--- config.mk ---
export PLATFORM = sky130hd
export DESIGN_NAME = tc8_timer
export DESIGN_NICKNAME = d
export VERILOG_FILES = /design/src/tc8_pkg.sv /design/src/tc8_tick_gen.sv /design/src/tc8_timer.sv
export VERILOG_INCLUDE_DIRS = /design/src
export SDC_FILE = /design/constraint.sdc
export NUM_CORES = 1
export LEC_CHECK = 0
export ABC_AREA = 1
export BUFFER_PORTS_ARGS = -buffer_cell sky130_fd_sc_hd__buf_2
export CORE_ASPECT_RATIO = 0.5
export CORE_UTILIZATION = 29
export DETAILED_ROUTE_END_ITERATION = 10
export PLACE_DENSITY_LB_ADDON = 0.08
export RECOVER_POWER = 25
export SETUP_SLACK_MARGIN = 0.5
export SYNTH_ARGS = -nofsm -noshare
export SYNTH_HDL_FRONTEND = slang
export SYNTH_SLANG_ARGS = --single-unit
--- constraint.sdc ---
create_clock -name CORE_CLK_I -period 1.9 [get_ports CORE_CLK_I]
set_input_delay 0.285 -clock CORE_CLK_I [delete_from_list [all_inputs] [get_ports CORE_CLK_I]]
set_output_delay 0.285 -clock CORE_CLK_I [all_outputs]
set_load 0.03 [all_outputs]
--- src/tc8_defs.svh ---
`ifndef TC8_DEFS_SVH
`define TC8_DEFS_SVH

// ****************************************************************
// counter limits
// ****************************************************************
`define TC_BOTTOM 8'h00
`define TC_MAX 8'hff
`define TC_ONE 8'h01

// ****************************************************************
// clock select and waveform mode codes
// ****************************************************************
`define CS_STOP 3'h0
`define CS_DIV1 3'h1
`define CS_DIV8 3'h2
`define CS_DIV32 3'h3
`define CS_DIV64 3'h4
`define CS_DIV128 3'h5
`define CS_DIV256 3'h6
`define CS_DIV1024 3'h7
`define WGM_NORMAL 2'h0
`define WGM_PWM_PC 2'h1
`define WGM_CTC 2'h2
`define WGM_PWM_FAST 2'h3

// ****************************************************************
// compare output actions
// ****************************************************************
`define COM_NONE 2'h0
`define COM_TOGGLE 2'h1
`define COM_CLEAR 2'h2
`define COM_SET 2'h3

// ****************************************************************
// prescaler width and flag bit positions
// ****************************************************************
`define PRESC_W 10
`define FLAG_OVF 0
`define FLAG_CMP 1

`endif

--- src/tc8_pkg.sv ---
package tc8_pkg;
    typedef struct packed {
        logic [2:0] clock_source_select;
        logic async_clock_select;
        logic [1:0] waveform_mode_bits;
        logic [1:0] compare_out_mode;
    } timer_control_t;

    typedef struct packed {
        logic compare_match_flag;
        logic overflow_flag;
    } timer_flags_t;

    typedef enum logic [1:0] {
        DIR_UP = 2'b00,
        DIR_DOWN = 2'b01
    } count_dir_t;
endpackage

--- src/tc8_tick_gen.sv ---
`timescale 1ns/10ps
`default_nettype none
`include "tc8_defs.svh"

module tc8_tick_gen
    import tc8_pkg::*;
(
    input wire logic clk_i,
    input wire logic rst_n_i,
    input wire logic [2:0] sel_i,
    input wire logic async_i,
    input wire logic osc_in_i,
    output logic tick_o
);
    logic [`PRESC_W-1:0] presc_q;
    logic osc_q;
    logic src_en;
    logic [`PRESC_W-1:0] presc_tap;

    // ****************************************************************
    // base clock: io clock, or crystal edges when async is selected
    // ****************************************************************
    // crystal pin is treated as synchronous; rising edge makes the tick
    always_ff @(posedge clk_i or negedge rst_n_i)
    begin
        if (!rst_n_i)
            osc_q <= 1'b0;
        else
            osc_q <= osc_in_i;
    end

    always_comb
    begin
        src_en = async_i ? (osc_in_i & ~osc_q) : 1'b1;
    end

    always_ff @(posedge clk_i or negedge rst_n_i)
    begin
        if (!rst_n_i)
            presc_q <= '0;
        else if (sel_i == `CS_STOP)
            presc_q <= '0;
        else if (src_en)
            presc_q <= presc_q + `PRESC_W'(1);
    end

    // tick when all low bits of the prescaler are ones
    always_comb
    begin
        unique case (sel_i)
            `CS_DIV8: presc_tap = `PRESC_W'(7);
            `CS_DIV32: presc_tap = `PRESC_W'(31);
            `CS_DIV64: presc_tap = `PRESC_W'(63);
            `CS_DIV128: presc_tap = `PRESC_W'(127);
            `CS_DIV256: presc_tap = `PRESC_W'(255);
            `CS_DIV1024: presc_tap = `PRESC_W'(1023);
            default: presc_tap = '0;
        endcase
        tick_o = (sel_i != `CS_STOP) && src_en
            && ((presc_q & presc_tap) == presc_tap);
    end
endmodule // tc8_tick_gen

`default_nettype wire

--- src/tc8_timer.sv ---
// Behaviour
// - counter and compare value are 8-bit, processor readable and writable
// - every interrupt request appears as a flag bit in the flag register
// - each request is gated by its own mask bit
// - clock select zero gives no ticks; counter holds
// - timer clock comes from the io clock by default
// - async select one takes the clock from the crystal pins
// - buffered compare value is compared with the counter always
// - a match sets the compare flag, requesting when masked in
// - match drives a waveform generator on the compare output pin
// - bottom is reached when the counter becomes 0x00
// - max is reached when the counter becomes 0xff
// - top is 0xff or the compare value, by mode
// - each tick clears, increments or decrements the counter
// - counter is accessible whether or not the clock runs
// - processor write to the counter beats clear or count
// - the two waveform mode bits set the counting sequence
// - overflow flag is set at the mode's defined point
// - top indication one clock after counter holds the sequence top
// - bottom indication one clock after counter is zero
// - normal mode counts up, overflow on the wrap to zero
// - clear-on-match mode zeroes the counter on compare equality
// - compare flag set on the tick after the match
// - a counter write blocks a match in the next tick
`timescale 1ns/10ps
`default_nettype none
`include "tc8_defs.svh"

module tc8_timer
    import tc8_pkg::*;
#(
    parameter int WIDTH = 8
)
(
    input wire logic CORE_CLK_I,
    input wire logic RESET_N_I,
    input wire logic [WIDTH-1:0] CNT_WDATA_I,
    input wire logic CNT_WE_I,
    input wire logic [WIDTH-1:0] CMP_WDATA_I,
    input wire logic CMP_WE_I,
    input wire timer_control_t CTRL_WDATA_I,
    input wire logic CTRL_WE_I,
    input wire logic FORCE_CMP_I,
    input wire logic [1:0] MASK_WDATA_I,
    input wire logic MASK_WE_I,
    input wire logic [1:0] FLAG_CLR_I,
    input wire logic CRYSTAL_OSC_IN_I,
    output logic [WIDTH-1:0] COUNTER_VALUE_O,
    output logic [WIDTH-1:0] COMPARE_VALUE_REG_O,
    output timer_control_t TIMER_CONTROL_REG_O,
    output timer_flags_t TIMER_FLAG_REG_O,
    output logic [1:0] TIMER_MASK_REG_O,
    output logic OVF_IRQ_O,
    output logic CMP_IRQ_O,
    output logic COMPARE_OUTPUT_PIN_O,
    output logic TOP_O,
    output logic BOTTOM_O
);
    localparam logic [WIDTH-1:0] MAXV = WIDTH'(`TC_MAX);
    localparam logic [WIDTH-1:0] ZERO = WIDTH'(`TC_BOTTOM);

    logic [WIDTH-1:0] cnt_q;
    logic [WIDTH-1:0] cnt_d;
    logic [WIDTH-1:0] cmp_buf_q;
    logic [WIDTH-1:0] cmp_q;
    timer_control_t ctrl_q;
    timer_flags_t flags_q;
    logic [1:0] mask_q;
    count_dir_t dir_q;
    count_dir_t dir_d;
    logic block_q;
    logic match_hit;
    logic oc_q;
    logic tick;
    logic match;
    logic at_top;
    logic at_bottom;
    logic ovf_set;
    logic [WIDTH-1:0] top_val;

    function automatic logic is_pwm(input logic [1:0] m);
        return (m == `WGM_PWM_PC) || (m == `WGM_PWM_FAST);
    endfunction

    // ****************************************************************
    // timer clock selection
    // ****************************************************************
    tc8_tick_gen u_tick (
        .clk_i(CORE_CLK_I),
        .rst_n_i(RESET_N_I),
        .sel_i(ctrl_q.clock_source_select),
        .async_i(ctrl_q.async_clock_select),
        .osc_in_i(CRYSTAL_OSC_IN_I),
        .tick_o(tick)
    );

    // ****************************************************************
    // control, mask and compare registers
    // ****************************************************************
    always_ff @(posedge CORE_CLK_I or negedge RESET_N_I)
    begin
        if (!RESET_N_I)
            ctrl_q <= '0;
        else if (CTRL_WE_I)
            ctrl_q <= CTRL_WDATA_I;
    end

    always_ff @(posedge CORE_CLK_I or negedge RESET_N_I)
    begin
        if (!RESET_N_I)
            mask_q <= '0;
        else if (MASK_WE_I)
            mask_q <= MASK_WDATA_I;
    end

    // buffered in pwm modes so pulses never come out odd-length
    always_ff @(posedge CORE_CLK_I or negedge RESET_N_I)
    begin
        if (!RESET_N_I)
            cmp_buf_q <= '0;
        else if (CMP_WE_I)
            cmp_buf_q <= CMP_WDATA_I;
    end

    always_ff @(posedge CORE_CLK_I or negedge RESET_N_I)
    begin
        if (!RESET_N_I)
            cmp_q <= '0;
        else if (!is_pwm(ctrl_q.waveform_mode_bits))
            cmp_q <= CMP_WE_I ? CMP_WDATA_I : cmp_buf_q;
        else if (tick && (ctrl_q.waveform_mode_bits == `WGM_PWM_PC
                ? cnt_q == MAXV : cnt_q == ZERO))
            cmp_q <= cmp_buf_q;
    end

    // ****************************************************************
    // counter unit
    // ****************************************************************
    always_comb
    begin
        top_val = (ctrl_q.waveform_mode_bits == `WGM_CTC) ? cmp_q : MAXV;
        at_top = (cnt_q == top_val);
        at_bottom = (cnt_q == ZERO);
        match = (cnt_q == cmp_q);
        // the tick that ends the equal cycle is the one after the match
        match_hit = tick && match && !block_q && !CNT_WE_I;
        dir_d = dir_q;
        cnt_d = cnt_q;
        ovf_set = 1'b0;
        unique case (ctrl_q.waveform_mode_bits)
            `WGM_NORMAL:
            begin
                cnt_d = cnt_q + WIDTH'(`TC_ONE);
                ovf_set = (cnt_q == MAXV);
            end
            `WGM_CTC:
            begin
                cnt_d = match ? ZERO : cnt_q + WIDTH'(`TC_ONE);
                ovf_set = (cnt_q == MAXV);
            end
            `WGM_PWM_FAST:
            begin
                cnt_d = cnt_q + WIDTH'(`TC_ONE);
                ovf_set = (cnt_q == MAXV);
            end
            `WGM_PWM_PC:
            begin
                // turn at max and at bottom; overflow when bottom is hit
                if (dir_q == DIR_UP && cnt_q == MAXV)
                    dir_d = DIR_DOWN;
                else if (dir_q == DIR_DOWN && at_bottom)
                    dir_d = DIR_UP;
                cnt_d = (dir_d == DIR_UP) ? cnt_q + WIDTH'(`TC_ONE)
                                          : cnt_q - WIDTH'(`TC_ONE);
                ovf_set = at_bottom && dir_q == DIR_DOWN;
            end
        endcase
    end

    always_ff @(posedge CORE_CLK_I or negedge RESET_N_I)
    begin
        if (!RESET_N_I)
            cnt_q <= '0;
        else if (CNT_WE_I)
            cnt_q <= CNT_WDATA_I;
        else if (tick)
            cnt_q <= cnt_d;
    end

    always_ff @(posedge CORE_CLK_I or negedge RESET_N_I)
    begin
        if (!RESET_N_I)
            dir_q <= DIR_UP;
        else if (ctrl_q.waveform_mode_bits != `WGM_PWM_PC)
            dir_q <= DIR_UP;
        else if (tick && !CNT_WE_I)
            dir_q <= dir_d;
    end

    // ****************************************************************
    // compare blocking and delayed flag setting
    // ****************************************************************
    // block lasts until one tick has passed, so it holds while stopped
    always_ff @(posedge CORE_CLK_I or negedge RESET_N_I)
    begin
        if (!RESET_N_I)
            block_q <= 1'b0;
        else if (CNT_WE_I)
            block_q <= 1'b1;
        else if (tick)
            block_q <= 1'b0;
    end

    // set beats clear when both land in one cycle
    always_ff @(posedge CORE_CLK_I or negedge RESET_N_I)
    begin
        if (!RESET_N_I)
            flags_q <= '0;
        else
        begin
            flags_q.compare_match_flag <= match_hit
                || (flags_q.compare_match_flag
                && !FLAG_CLR_I[`FLAG_CMP]);
            flags_q.overflow_flag <= (tick && !CNT_WE_I && ovf_set)
                || (flags_q.overflow_flag
                && !FLAG_CLR_I[`FLAG_OVF]);
        end
    end

    // ****************************************************************
    // waveform generator
    // ****************************************************************
    always_ff @(posedge CORE_CLK_I or negedge RESET_N_I)
    begin
        if (!RESET_N_I)
            oc_q <= 1'b0;
        else if (!is_pwm(ctrl_q.waveform_mode_bits))
        begin
            if (match_hit || FORCE_CMP_I)
            begin
                unique case (ctrl_q.compare_out_mode)
                    `COM_TOGGLE: oc_q <= ~oc_q;
                    `COM_CLEAR: oc_q <= 1'b0;
                    `COM_SET: oc_q <= 1'b1;
                    `COM_NONE: oc_q <= oc_q;
                endcase
            end
        end
        else if (tick && ctrl_q.compare_out_mode[1])
        begin
            // mode 2: match sets when up-counting, clears when down-counting; fast pwm also sets at max
            if (match && !block_q && !CNT_WE_I)
                oc_q <= ~ctrl_q.compare_out_mode[0] ^ (dir_q == DIR_DOWN);
            else if (ctrl_q.waveform_mode_bits == `WGM_PWM_FAST
                    && cnt_q == MAXV)
                oc_q <= ~ctrl_q.compare_out_mode[0];
        end
    end

    // ****************************************************************
    // registered outputs
    // ****************************************************************
    always_ff @(posedge CORE_CLK_I or negedge RESET_N_I)
    begin
        if (!RESET_N_I)
        begin
            OVF_IRQ_O <= 1'b0;
            CMP_IRQ_O <= 1'b0;
            TOP_O <= 1'b0;
            BOTTOM_O <= 1'b0;
        end
        else
        begin
            OVF_IRQ_O <= flags_q.overflow_flag & mask_q[`FLAG_OVF];
            CMP_IRQ_O <= flags_q.compare_match_flag & mask_q[`FLAG_CMP];
            TOP_O <= at_top;
            BOTTOM_O <= at_bottom;
        end
    end

    assign COUNTER_VALUE_O = cnt_q;
    assign COMPARE_VALUE_REG_O = cmp_buf_q;
    assign TIMER_CONTROL_REG_O = ctrl_q;
    assign TIMER_FLAG_REG_O = flags_q;
    assign TIMER_MASK_REG_O = mask_q;
    assign COMPARE_OUTPUT_PIN_O = oc_q;
endmodule // tc8_timer

`default_nettype wire

==> flow_summary.ini, run 1 <==
[status]
status = finished clean

[final_layout]
final_common_cell = nand2_1
drive_gt1_share_pct = 41.4
fin_util_pct = 43.5
layout_common_cells = nand2_1, buf_2, buf_4
diodes = 0
final_area_sq_um = 4870
areaGrowthSynthToFinish_pct = 43.7
final-instance-count-excl-fill = 753
fin_nets = 637

[power_and_ir_drop]
internal_power_mw = 2.45
pwr-share-comb_pct = 39.9
p_seq_share_pct = 36.4
p_switching_mw = 1.62
power.density_nw_per_um2 = 837
p_clk_share_pct = 23.7
peakVddDrop_v = 0.000358
power.share.switching_pct = 39.8
p_leak_nw = 2.49

[timing]
finalCritPeriodShare_pct = 91.3
finClkSkew_ns = 0.00649
setup_viol_count_final = 0
hold_violations = 0
rsz0062_at_grt = yes
whs_ns = 0.153
setup_tns_ns = 0
fin_crit_ns = 1.73
fmax_ghz = 0.577
relSlewSlack_pct = 63.8
drv_slew = 0
tightest_slew_ns = 0.542

[logic_synthesis]
synth_flop_cell = dfrtp_1
synth.distinct_cells = 37
postSynthCellCount = 471
synthArstFlopShare_pct = 100
synth-edff-count = 0
yosysSeqAreaShare_pct = 40.6
syn_area_per_cell_sq_um = 7.19
syn_area_sq_um = 3390
mappedNetlistNets = 515
synth_seq_cells = 55
yosysWarnings = 0

[placement]
dp_hpwl_microns = 7360
place_congestion = 0.856
postPlaceCellArea_sq_um = 4060
port-buffer-count = 68
dp.cells = 699

[setup_path]
crit_path_max_fanout = 8
critPathArrivalTime_ns = 1.92
path_cells = inv_4, ha_4, inv_2, nor2_4, nand3_2, nand2_2, nand3_4, buf_4, nand3_1, nand2_1, nand2_1, nand2_1, nand2_1, nand2_1
crit_slowest_cell = dfrtp_2
endpoint_kind = register
reg2reg_to = COUNTER_VALUE_O[4]
reg2reg_slack_ns = 0.17
criticalPathCategory = reg2reg
r2r.worst_path.cells = 14
cp.required_ns = 2.09
cpMostUsedCell = nand2_1
reg2reg_from = COUNTER_VALUE_O[1]
critPathLaunchType = register
crit_path_max_incr_delay_ns = 0.46
critPathBufInv = 3
critPathTopFamily = simple AND/OR/NAND/NOR gates

[detailed_routing]
wl_microns = 10100
drt_iter0_drc = 185
drc = 0
vias_per_cell = 4.53
wl_per_cell_microns = 13.5
ant_nets = 0
dr.pass1.iters = 4
vias = 3409

[clocking]
worstSkewPairLatency_ns = 0.30
clk_pin_slew_ns = 0.08
htree_levels = 2
root_buffer = clkbuf_16
cts_num_sinks = 55
cts_inserted_buffers = 5
cts_tree = built
clk_path_buf_depth = 2

[worst_hold_path]
min_to = TIMER_FLAG_REG_O[0]
worstHoldStart = FLAG_CLR_I[0]
min_path_type = in2reg
holdPathStages = 2

[floorplanning]
dieArea_sq_um = 12100
rows = 27
die_h_microns = 78.4
ios = 69
die_x_microns = 155
start_util_pct = 30.3
coreArea_sq_um = 11200

[global_route]
grt_max_degree = 36
grt_pass1_wl_microns = 16500
grt_pass1_vias = 3185
antenna_found_initial = 0
grtUsageTotal_pct = 17.2
grt_overflow = 0

[run]
cap_viol_max_count = 0
[metal layers]
metal,wire length (microns),GRT usage [%],part of all wire [%],up-vias
li1,-,-,-,1737
met1,5360,26.2,53,1619
met2,4370,25.0,43,51
met3,368,3.48,3.6,2
met4,34,2.77,0.34,0
met5,0,0,0,-
[stage by stage]
stage,setup WS [ns],power (mW)
2_1_floorplan,0.281,2.38
3_3_place_gp,0.0681,2.78
3_5_place_dp,0.104,2.76
4_1_cts,0.181,3.96
5_1_grt,0.0359,4.34
6_report,0.165,4.07
[cells in the mapped netlist (all sizes together), types with 3 or more instances]
cell type | number | share of area [%]
nand2 | 157 | 18
inv | 68 | 7.5
dfrtp | 55 | 41
o21ai | 46 | 7.0
nor2 | 36 | 4.4
nand3 | 34 | 5.7
a21oi | 16 | 2.4
nor3 | 12 | 2.3
xor2 | 11 | 2.8
ha | 8 | 3.0
buf | 5 | 1.1
clkbuf | 4 | 0.44
mux2 | 3 | 1.0
o211ai | 3 | 0.66
[worst register-to-register path: cells and delay by family, from the launching register on]
| family | cells | cell delay (ns) |
|---|---|---|
| AND/OR/NAND/NOR | 10 | 0.75 |
| flip-flops | 1 | 0.46 |
| buffers and inverters | 3 | 0.30 |
| adder cells (fa/ha/maj) | 1 | 0.12 |
[how the worst max path moves through the flow]
stage                                   from  depth (start not counted)  slack [ns]            endpoint
after detailed placement  COUNTER_VALUE_O[1]                         14        0.10  COUNTER_VALUE_O[2]
final                     COUNTER_VALUE_O[1]                         14        0.17  COUNTER_VALUE_O[4]
after global placement    COUNTER_VALUE_O[1]                         14        0.07  COUNTER_VALUE_O[2]
after global routing      COUNTER_VALUE_O[1]                         14        0.04  COUNTER_VALUE_O[2]
after floorplan           COUNTER_VALUE_O[1]                         13        0.28  COUNTER_VALUE_O[6]
after CTS                 COUNTER_VALUE_O[1]                         14        0.18  COUNTER_VALUE_O[2]
[sequential cells by signal, indices dropped and copies added, names as in the netlist, 2 cells and up]
name / cells
COMPARE_VALUE_REG_O: 8
COUNTER_VALUE_O: 8
TIMER_CONTROL_REG_O: 8
TIMER_FLAG_REG_O: 2
TIMER_MASK_REG_O: 2
cmp_q: 8
dir_q: 2
u_tick.presc_q: 10
[what timing repair did]
action,CTS,global route
pin swaps,25,23
hold buffers,1,0
resized for setup,47,44
endpoints found under the hold margin,20,0
gates cloned,1,0
endpoints found under the setup margin,26,31
setup buffers,31,13
[area by class of cell]
cell class / count / area [sq um]
tap: 159 / 199
clock inverter: 2 / 16.3
inverter: 70 / 287
timing repair buffer: 123 / 805
fill: 1149 / 6310
clock buffer: 6 / 129
sequential: 55 / 1390
multi-input combinational: 338 / 2050
[kinds of logic (layout without fill, tap and decap cells)]
kind of cell / Yosys count / after routing / share of synthesized area, %
and+or+nand+nor: 244 / 245 / 31.5
DFF: 55 / 55 / 40.6
muxes: 3 / 3 / 0.997
buffers and inverters: 79 / 201 / 9.31
xor gates and xnor gates: 11 / 11 / 2.84
AOI/OAI and AO/OA: 71 / 71 / 11.7
adders and majority gates: 8 / 8 / 2.95
[power groups by stage]
stage	Sequential (mW)	Clock, mW	Combinational (mW)
finish	1.48	0.967	1.62
global placement	1.51	0	1.27
CTS	1.48	0.995	1.48
global route	1.51	1.04	1.79
detailed placement	1.51	0	1.25
floorplan	1.61	0	0.770
Note: power is estimated with default switching activity, not from simulation.
==> run 2: changes to the inputs <==
==> constraint.sdc (replaced) <==
create_clock -name CORE_CLK_I -period 1.9 [get_ports CORE_CLK_I]
set_input_delay 0.19 -clock CORE_CLK_I [delete_from_list [all_inputs] [get_ports CORE_CLK_I]]
set_output_delay 0.19 -clock CORE_CLK_I [all_outputs]
set_load 0.03 [all_outputs]
==> run 2 against run 1 <==
Net effect:
- global-route usage is the same
- hold slack worse by 0.094 ns
- via count fell by 0.50%
- combinational power is essentially flat
- largest cell class unchanged
- first-iteration DRC count grew 7.0%
==> flow_summary.ini, run 2 (synthesis results as in run 1) <==
[status]
status = finished clean

[timing]
drv_slew = 0
tightest_slew_ns = 0.544
finClkSkew_ns = 0.00678
setup_tns_ns = 0
finalCritPeriodShare_pct = 91.3
rsz0062_at_grt = yes
setup_viol_count_final = 0
fin_crit_ns = 1.73
hold_violations = 0
setup_ws_ns = 0.166
fmax_ghz = 0.577
relSlewSlack_pct = 63.7

[floorplanning]
die_h_microns = 78.4
dieArea_sq_um = 12100
ios = 69
die_x_microns = 155
start_util_pct = 30.3
coreArea_sq_um = 11200
rows = 27

[global_route]
grtUsageTotal_pct = 17.2
gr-usage-met3_pct = 3.48
grt_max_degree = 36
met1_usage_pct = 26.2
grt_pass1_wl_microns = 16500
antenna_found_initial = 0
gr-max-usage-layer = met1
grt_pass1_vias = 3185
use_met2_pct = 25.0
grt_overflow = 0

[final_layout]
final-instance-count-excl-fill = 752
largest_register_ffs = 10
top_register = u_tick.presc_q
multi_input_area_sq_um = 2050
nFillCells = 1153
seq_area_sq_um = 1390
drive_gt1_share_pct = 41.3
layout_common_cells = nand2_1, buf_2, dfrtp_1
fin_nets = 636
areaGrowthSynthToFinish_pct = 43.3
final_common_cell = nand2_1
diodes = 0

[setup_path]
cp.required_ns = 2.09
cpMostUsedCell = nand2_1
endpoint_kind = register
crit_path_max_incr_delay_ns = 0.46
criticalPathCategory = reg2reg
path_cells = inv_4, ha_4, inv_2, nor2_4, nand3_2, nand2_2, nand3_4, buf_4, nand3_1, nand2_1, nand2_1, nand2_1, nand2_1, nand2_1
reg2reg_from = COUNTER_VALUE_O[1]
critPathLaunchType = register
critPathArrivalTime_ns = 1.92
critical_path.startpoint = COUNTER_VALUE_O[1]
crit_path_max_fanout = 8
crit_slowest_cell = dfrtp_2

[detailed_routing]
wl_microns = 10100
vias = 3392
drt_iter0_drc = 198
ant_nets = 0
dr.pass1.iters = 4
drc = 0
vias_per_cell = 4.51
wl_per_cell_microns = 13.4

[clocking]
cts_inserted_buffers = 5
worstSkewPairLatency_ns = 0.30
root_buffer = clkbuf_16
htree_levels = 2
clk_pin_slew_ns = 0.07
clk_path_buf_depth = 2
cts_num_sinks = 55
cts_tree = built

[power_and_ir_drop]
power.density_nw_per_um2 = 835
peakVddDrop_v = 0.000358
p_leak_nw = 2.48

[worst_hold_path]
min_path_type = in2reg
worstHoldStart = FLAG_CLR_I[0]

[placement]
dp.cells = 699
place_congestion = 0.856
dp_hpwl_microns = 7360
pre_cts_ws_ns = 0.104
port-buffer-count = 68

[run]
cap_viol_max_count = 0
-- run 2: path summary, 6_finish.rpt --
check / end / slack, ns / cells after the start
min in group asynchronous: TIMER_MASK_REG_O[1] / 0.41 / 2
max in group asynchronous: cmp_q[7] / 0.92 / 3
max: COUNTER_VALUE_O[4] / 0.17 / 14
min reg2reg: OVF_IRQ_O / 0.49 / 2
max reg2reg: COUNTER_VALUE_O[4] / 0.17 / 14
min: TIMER_FLAG_REG_O[0] / 0.06 / 2
-- run 2: final cells by class --
cell class | instances | area share, %
multi-input cells | 338 | 42.2
flip-flops and latches | 55 | 28.6
repair buffers | 122 | 16.3
inverters | 70 | 5.90
well taps | 159 | 4.10
clock buffers | 6 | 2.65
clock inverters | 2 | 0.335
-- run 2: repair_timing --
action / in CTS / in global routing
hold buffers: 1 / 0
setup endpoints to repair: 25 / 27
endpoints found under the hold margin: 20 / 0
pin swaps: 25 / 23
cloned: 1 / 0
buffers inserted: 31 / 12
gates resized for setup: 46 / 40
-- run 2: stage by stage --
| stage | hold slack [ns] | utilization, % | power [mW] | instance area (sq um) |
|---|---|---|---|---|
| final | 0.0588 | 43.4 | 4.06 | 4850 |
| after global routing | 0.0502 | 43.4 | 4.33 | 4850 |
| after CTS | 0.0162 | 41.3 | 3.95 | 4610 |
| after detailed placement | 0.211 | 36.3 | 2.76 | 4060 |
| after global placement | 0.206 | 36.3 | 2.78 | 4060 |
| after floorplan | -0.106 | - | 2.38 | 3490 |
-- run 2: worst max-delay path: cells and delay by family, from the launching register on --
| kind | cells | cell delay [ns] |
|---|---|---|
| fa+ha+maj | 1 | 0.12 |
| simple gates | 10 | 0.75 |
| flops | 1 | 0.46 |
| buf+inv | 3 | 0.30 |
-- run 2: metal layers --
metal / routed length [microns] / part of all wire [%]
met1: 5350 / 53
met2: 4350 / 43
met3: 345 / 3.4
met4: 34 / 0.34
met5: 0 / 0
-- run 2: power by group --
group / total [mW] / switching, mW / internal, mW
logic: 1.61 / 0.986 / 0.621
registers: 1.49 / 0.161 / 1.32
clock network: 0.963 / 0.467 / 0.497
total: 4.06 / 1.61 / 2.44
==> run 3: changes to the inputs <==
- SYNTH_HIERARCHICAL: unset -> 1
==> run 3 against run 2 <==
Net effect:
- wire length up 0.89%
- register-to-register slack about the same
- critical endpoint is now COUNTER_VALUE_O[1]
- first-iteration DRC count down 31%
- clock power up 1%
==> flow_summary.ini, run 3 <==
[setup_path]
cp.required_ns = 2.10
crit_path_max_fanout = 8
criticalPathCategory = reg2reg
endpoint_kind = register
r2r.worst_path.cells = 11
crit_path_max_incr_delay_ns = 0.51
critPathArrivalTime_ns = 1.94
crit_slowest_cell = dfrtp_2
critPathLaunchType = register
path_cells = clkinv_4, nand2_4, nor2_4, nand3_2, nand2_2, nand3_4, buf_4, o211ai_1, nand2_1, nand2_1, nand2_1
cpMostUsedCell = nand2_1

[timing]
tightest_slew_ns = 0.694
fin_crit_ns = 1.74
hold_violations = 0
setup_tns_ns = 0
finalCritPeriodShare_pct = 91.6
fmax_ghz = 0.575
rsz0062_at_grt = yes
setup_viol_count_final = 0
setup_ws_ns = 0.159
drv_slew = 0
finClkSkew_ns = 0.00657
relSlewSlack_pct = 53.7

[floorplanning]
dieArea_sq_um = 12300
start_util_pct = 30.4
die_h_microns = 78.8
die_x_microns = 156
rows = 27
ios = 69
coreArea_sq_um = 11200

[final_layout]
layout_common_cells = nand2_1, buf_2, buf_4
final_common_cell = nand2_1
multi_input_area_sq_um = 2010
largest_register_ffs = 10
seq_area_sq_um = 1390
diodes = 0
fin_nets = 615
areaGrowthSynthToFinish_pct = 40.6
nFillCells = 1172
top_register = u_tick/presc_q
drive_gt1_share_pct = 42.3
final_area_sq_um = 4810

[logic_synthesis]
synth_seq_cells = 55
syn_area_per_cell_sq_um = 7.53
postSynthCellCount = 454
yosysSeqAreaShare_pct = 40.2
yosys-top-cells-count = nand2_1, dfrtp_1, inv_1, nor2_1, nand3_1
synth_flop_cell = dfrtp_1
synth.distinct_cells = 38
synth_top_area_share_pct = 40.2
synth.area.top_cells = dfrtp_1, nand2_1, inv_1
syn_area_sq_um = 3420
yosysMostFrequentCell = nand2_1
yosysTopAreaCell = dfrtp_1
synthArstFlopShare_pct = 100
synth-edff-count = 0
yosysWarnings = 6
mappedNetlistNets = 498

[global_route]
met1_usage_pct = 24.0
use_met2_pct = 27.8
grtUsageTotal_pct = 17.4
gr-usage-met3_pct = 3.66
grt_max_degree = 46
gr-max-usage-layer = met2
grt_pass1_wl_microns = 16600
grt_pass1_vias = 3211
antenna_found_initial = 0
grt_overflow = 0

[clocking]
cts_tree = built
htree_levels = 2
cts_num_sinks = 55
root_buffer = clkbuf_16
cts_inserted_buffers = 5
clk_path_buf_depth = 2
clk_pin_slew_ns = 0.08
worstSkewPairLatency_ns = 0.30

[detailed_routing]
vias_per_cell = 4.51
vias = 3297
drt_iter0_drc = 137
drc = 0
wl_microns = 10200
dr.pass1.iters = 4
wl_per_cell_microns = 13.9
ant_nets = 0

[power_and_ir_drop]
finalPower_mw = 3.97
peakVddDrop_v = 0.000389
power.density_nw_per_um2 = 825
p_leak_nw = 2.41

[worst_hold_path]
holdPathStages = 2
min_path_type = in2reg

[placement]
place_congestion = 0.848
postPlaceCellArea_sq_um = 4070
port-buffer-count = 68
pre_cts_ws_ns = 0.0331
dp_hpwl_microns = 7410

[run]
cap_viol_max_count = 0

[status]
status = finished clean
[run 3: cell types whose count changed in the layout (fill, tap and decap cells not counted), sizes merged, moves of 5 or more]
cell | before | now
clkinv | 2 | 7
inv | 69 | 61
mux2 | 3 | 14
nand2 | 158 | 141
nand4 | 2 | 14
nor2 | 36 | 47
o211ai | 3 | 11
o21ai | 46 | 18
[run 3: path summary, 6_finish.rpt]
kind	end	startpoint	slack, ns
worst max-delay path	COUNTER_VALUE_O[1]	COUNTER_VALUE_O[2]	0.16
worst min register to register	OVF_IRQ_O	TIMER_MASK_REG_O[0]	0.50
worst min-delay path	TIMER_FLAG_REG_O[1]	FLAG_CLR_I[1]	0.07
max in group asynchronous	COUNTER_VALUE_O[5]	RESET_N_I	0.75
min in group asynchronous	u_tick/presc_q[9]	RESET_N_I	0.44
worst max register to register	COUNTER_VALUE_O[1]	COUNTER_VALUE_O[2]	0.16
[run 3: critical path: cells and delay by family, from the launching register on]
family | cells | cell delay, ns
compound gates | 1 | 0.18
buf+inv | 2 | 0.26
flops | 1 | 0.51
simple gates | 8 | 0.68
[run 3: through the flow]
stage | instances | hold slack (ns) | util (%)
finish | 731 | 0.0708 | 42.7
global route | 731 | 0.0664 | 42.7
CTS | 716 | 0.0656 | 40.8
detailed placement | 679 | 0.100 | 36.1
global placement | 679 | 0.0919 | 36.1
floorplan | 454 | -0.106 | -
[run 3: repair_timing]
| action | 4_1_cts | 5_1_grt |
|---|---|---|
| gates resized for setup | 40 | 29 |
| hold endpoints to repair | 11 | 0 |
| hold buffers | 2 | 0 |
| pin swaps | 29 | 31 |
| setup endpoints to repair | 21 | 24 |
| setup buffers | 27 | 15 |
[run 3: logic make-up after synthesis]
family                   after synthesis  synth area share [%]
adder cells (fa/ha/maj)                8                  2.93
buffers and inverters                 76                  9.55
multiplexers                          14                  4.61
flip-flops                            55                  40.2
AND/OR/NAND/NOR                      246                  32.6
AO/OA/AOI/OAI                         48                  8.27
XOR/XNOR                               7                  1.79
[run 3: final cells by class]
type / count / share of cell area (%)
inverter: 66 / 5.80
multi-input combinational: 323 / 41.8
tap: 159 / 4.14
clock buffer: 5 / 2.60
timing repair buffer: 120 / 16.2
clock inverter: 3 / 0.494
sequential: 55 / 29.0
[run 3: metal layers]
layer  vias to the layer above  wire, microns
met3                        13            317
met4                         0            150
li1                       1695              -
met2                        49           4570
met1                      1540           5140
met5                         -              0
[run 3: power by group]
group / internal [mW] / switching [mW] / total, mW
Combinational: 0.592 / 0.890 / 1.48
Sequential: 1.33 / 0.183 / 1.51
Clock: 0.498 / 0.478 / 0.976
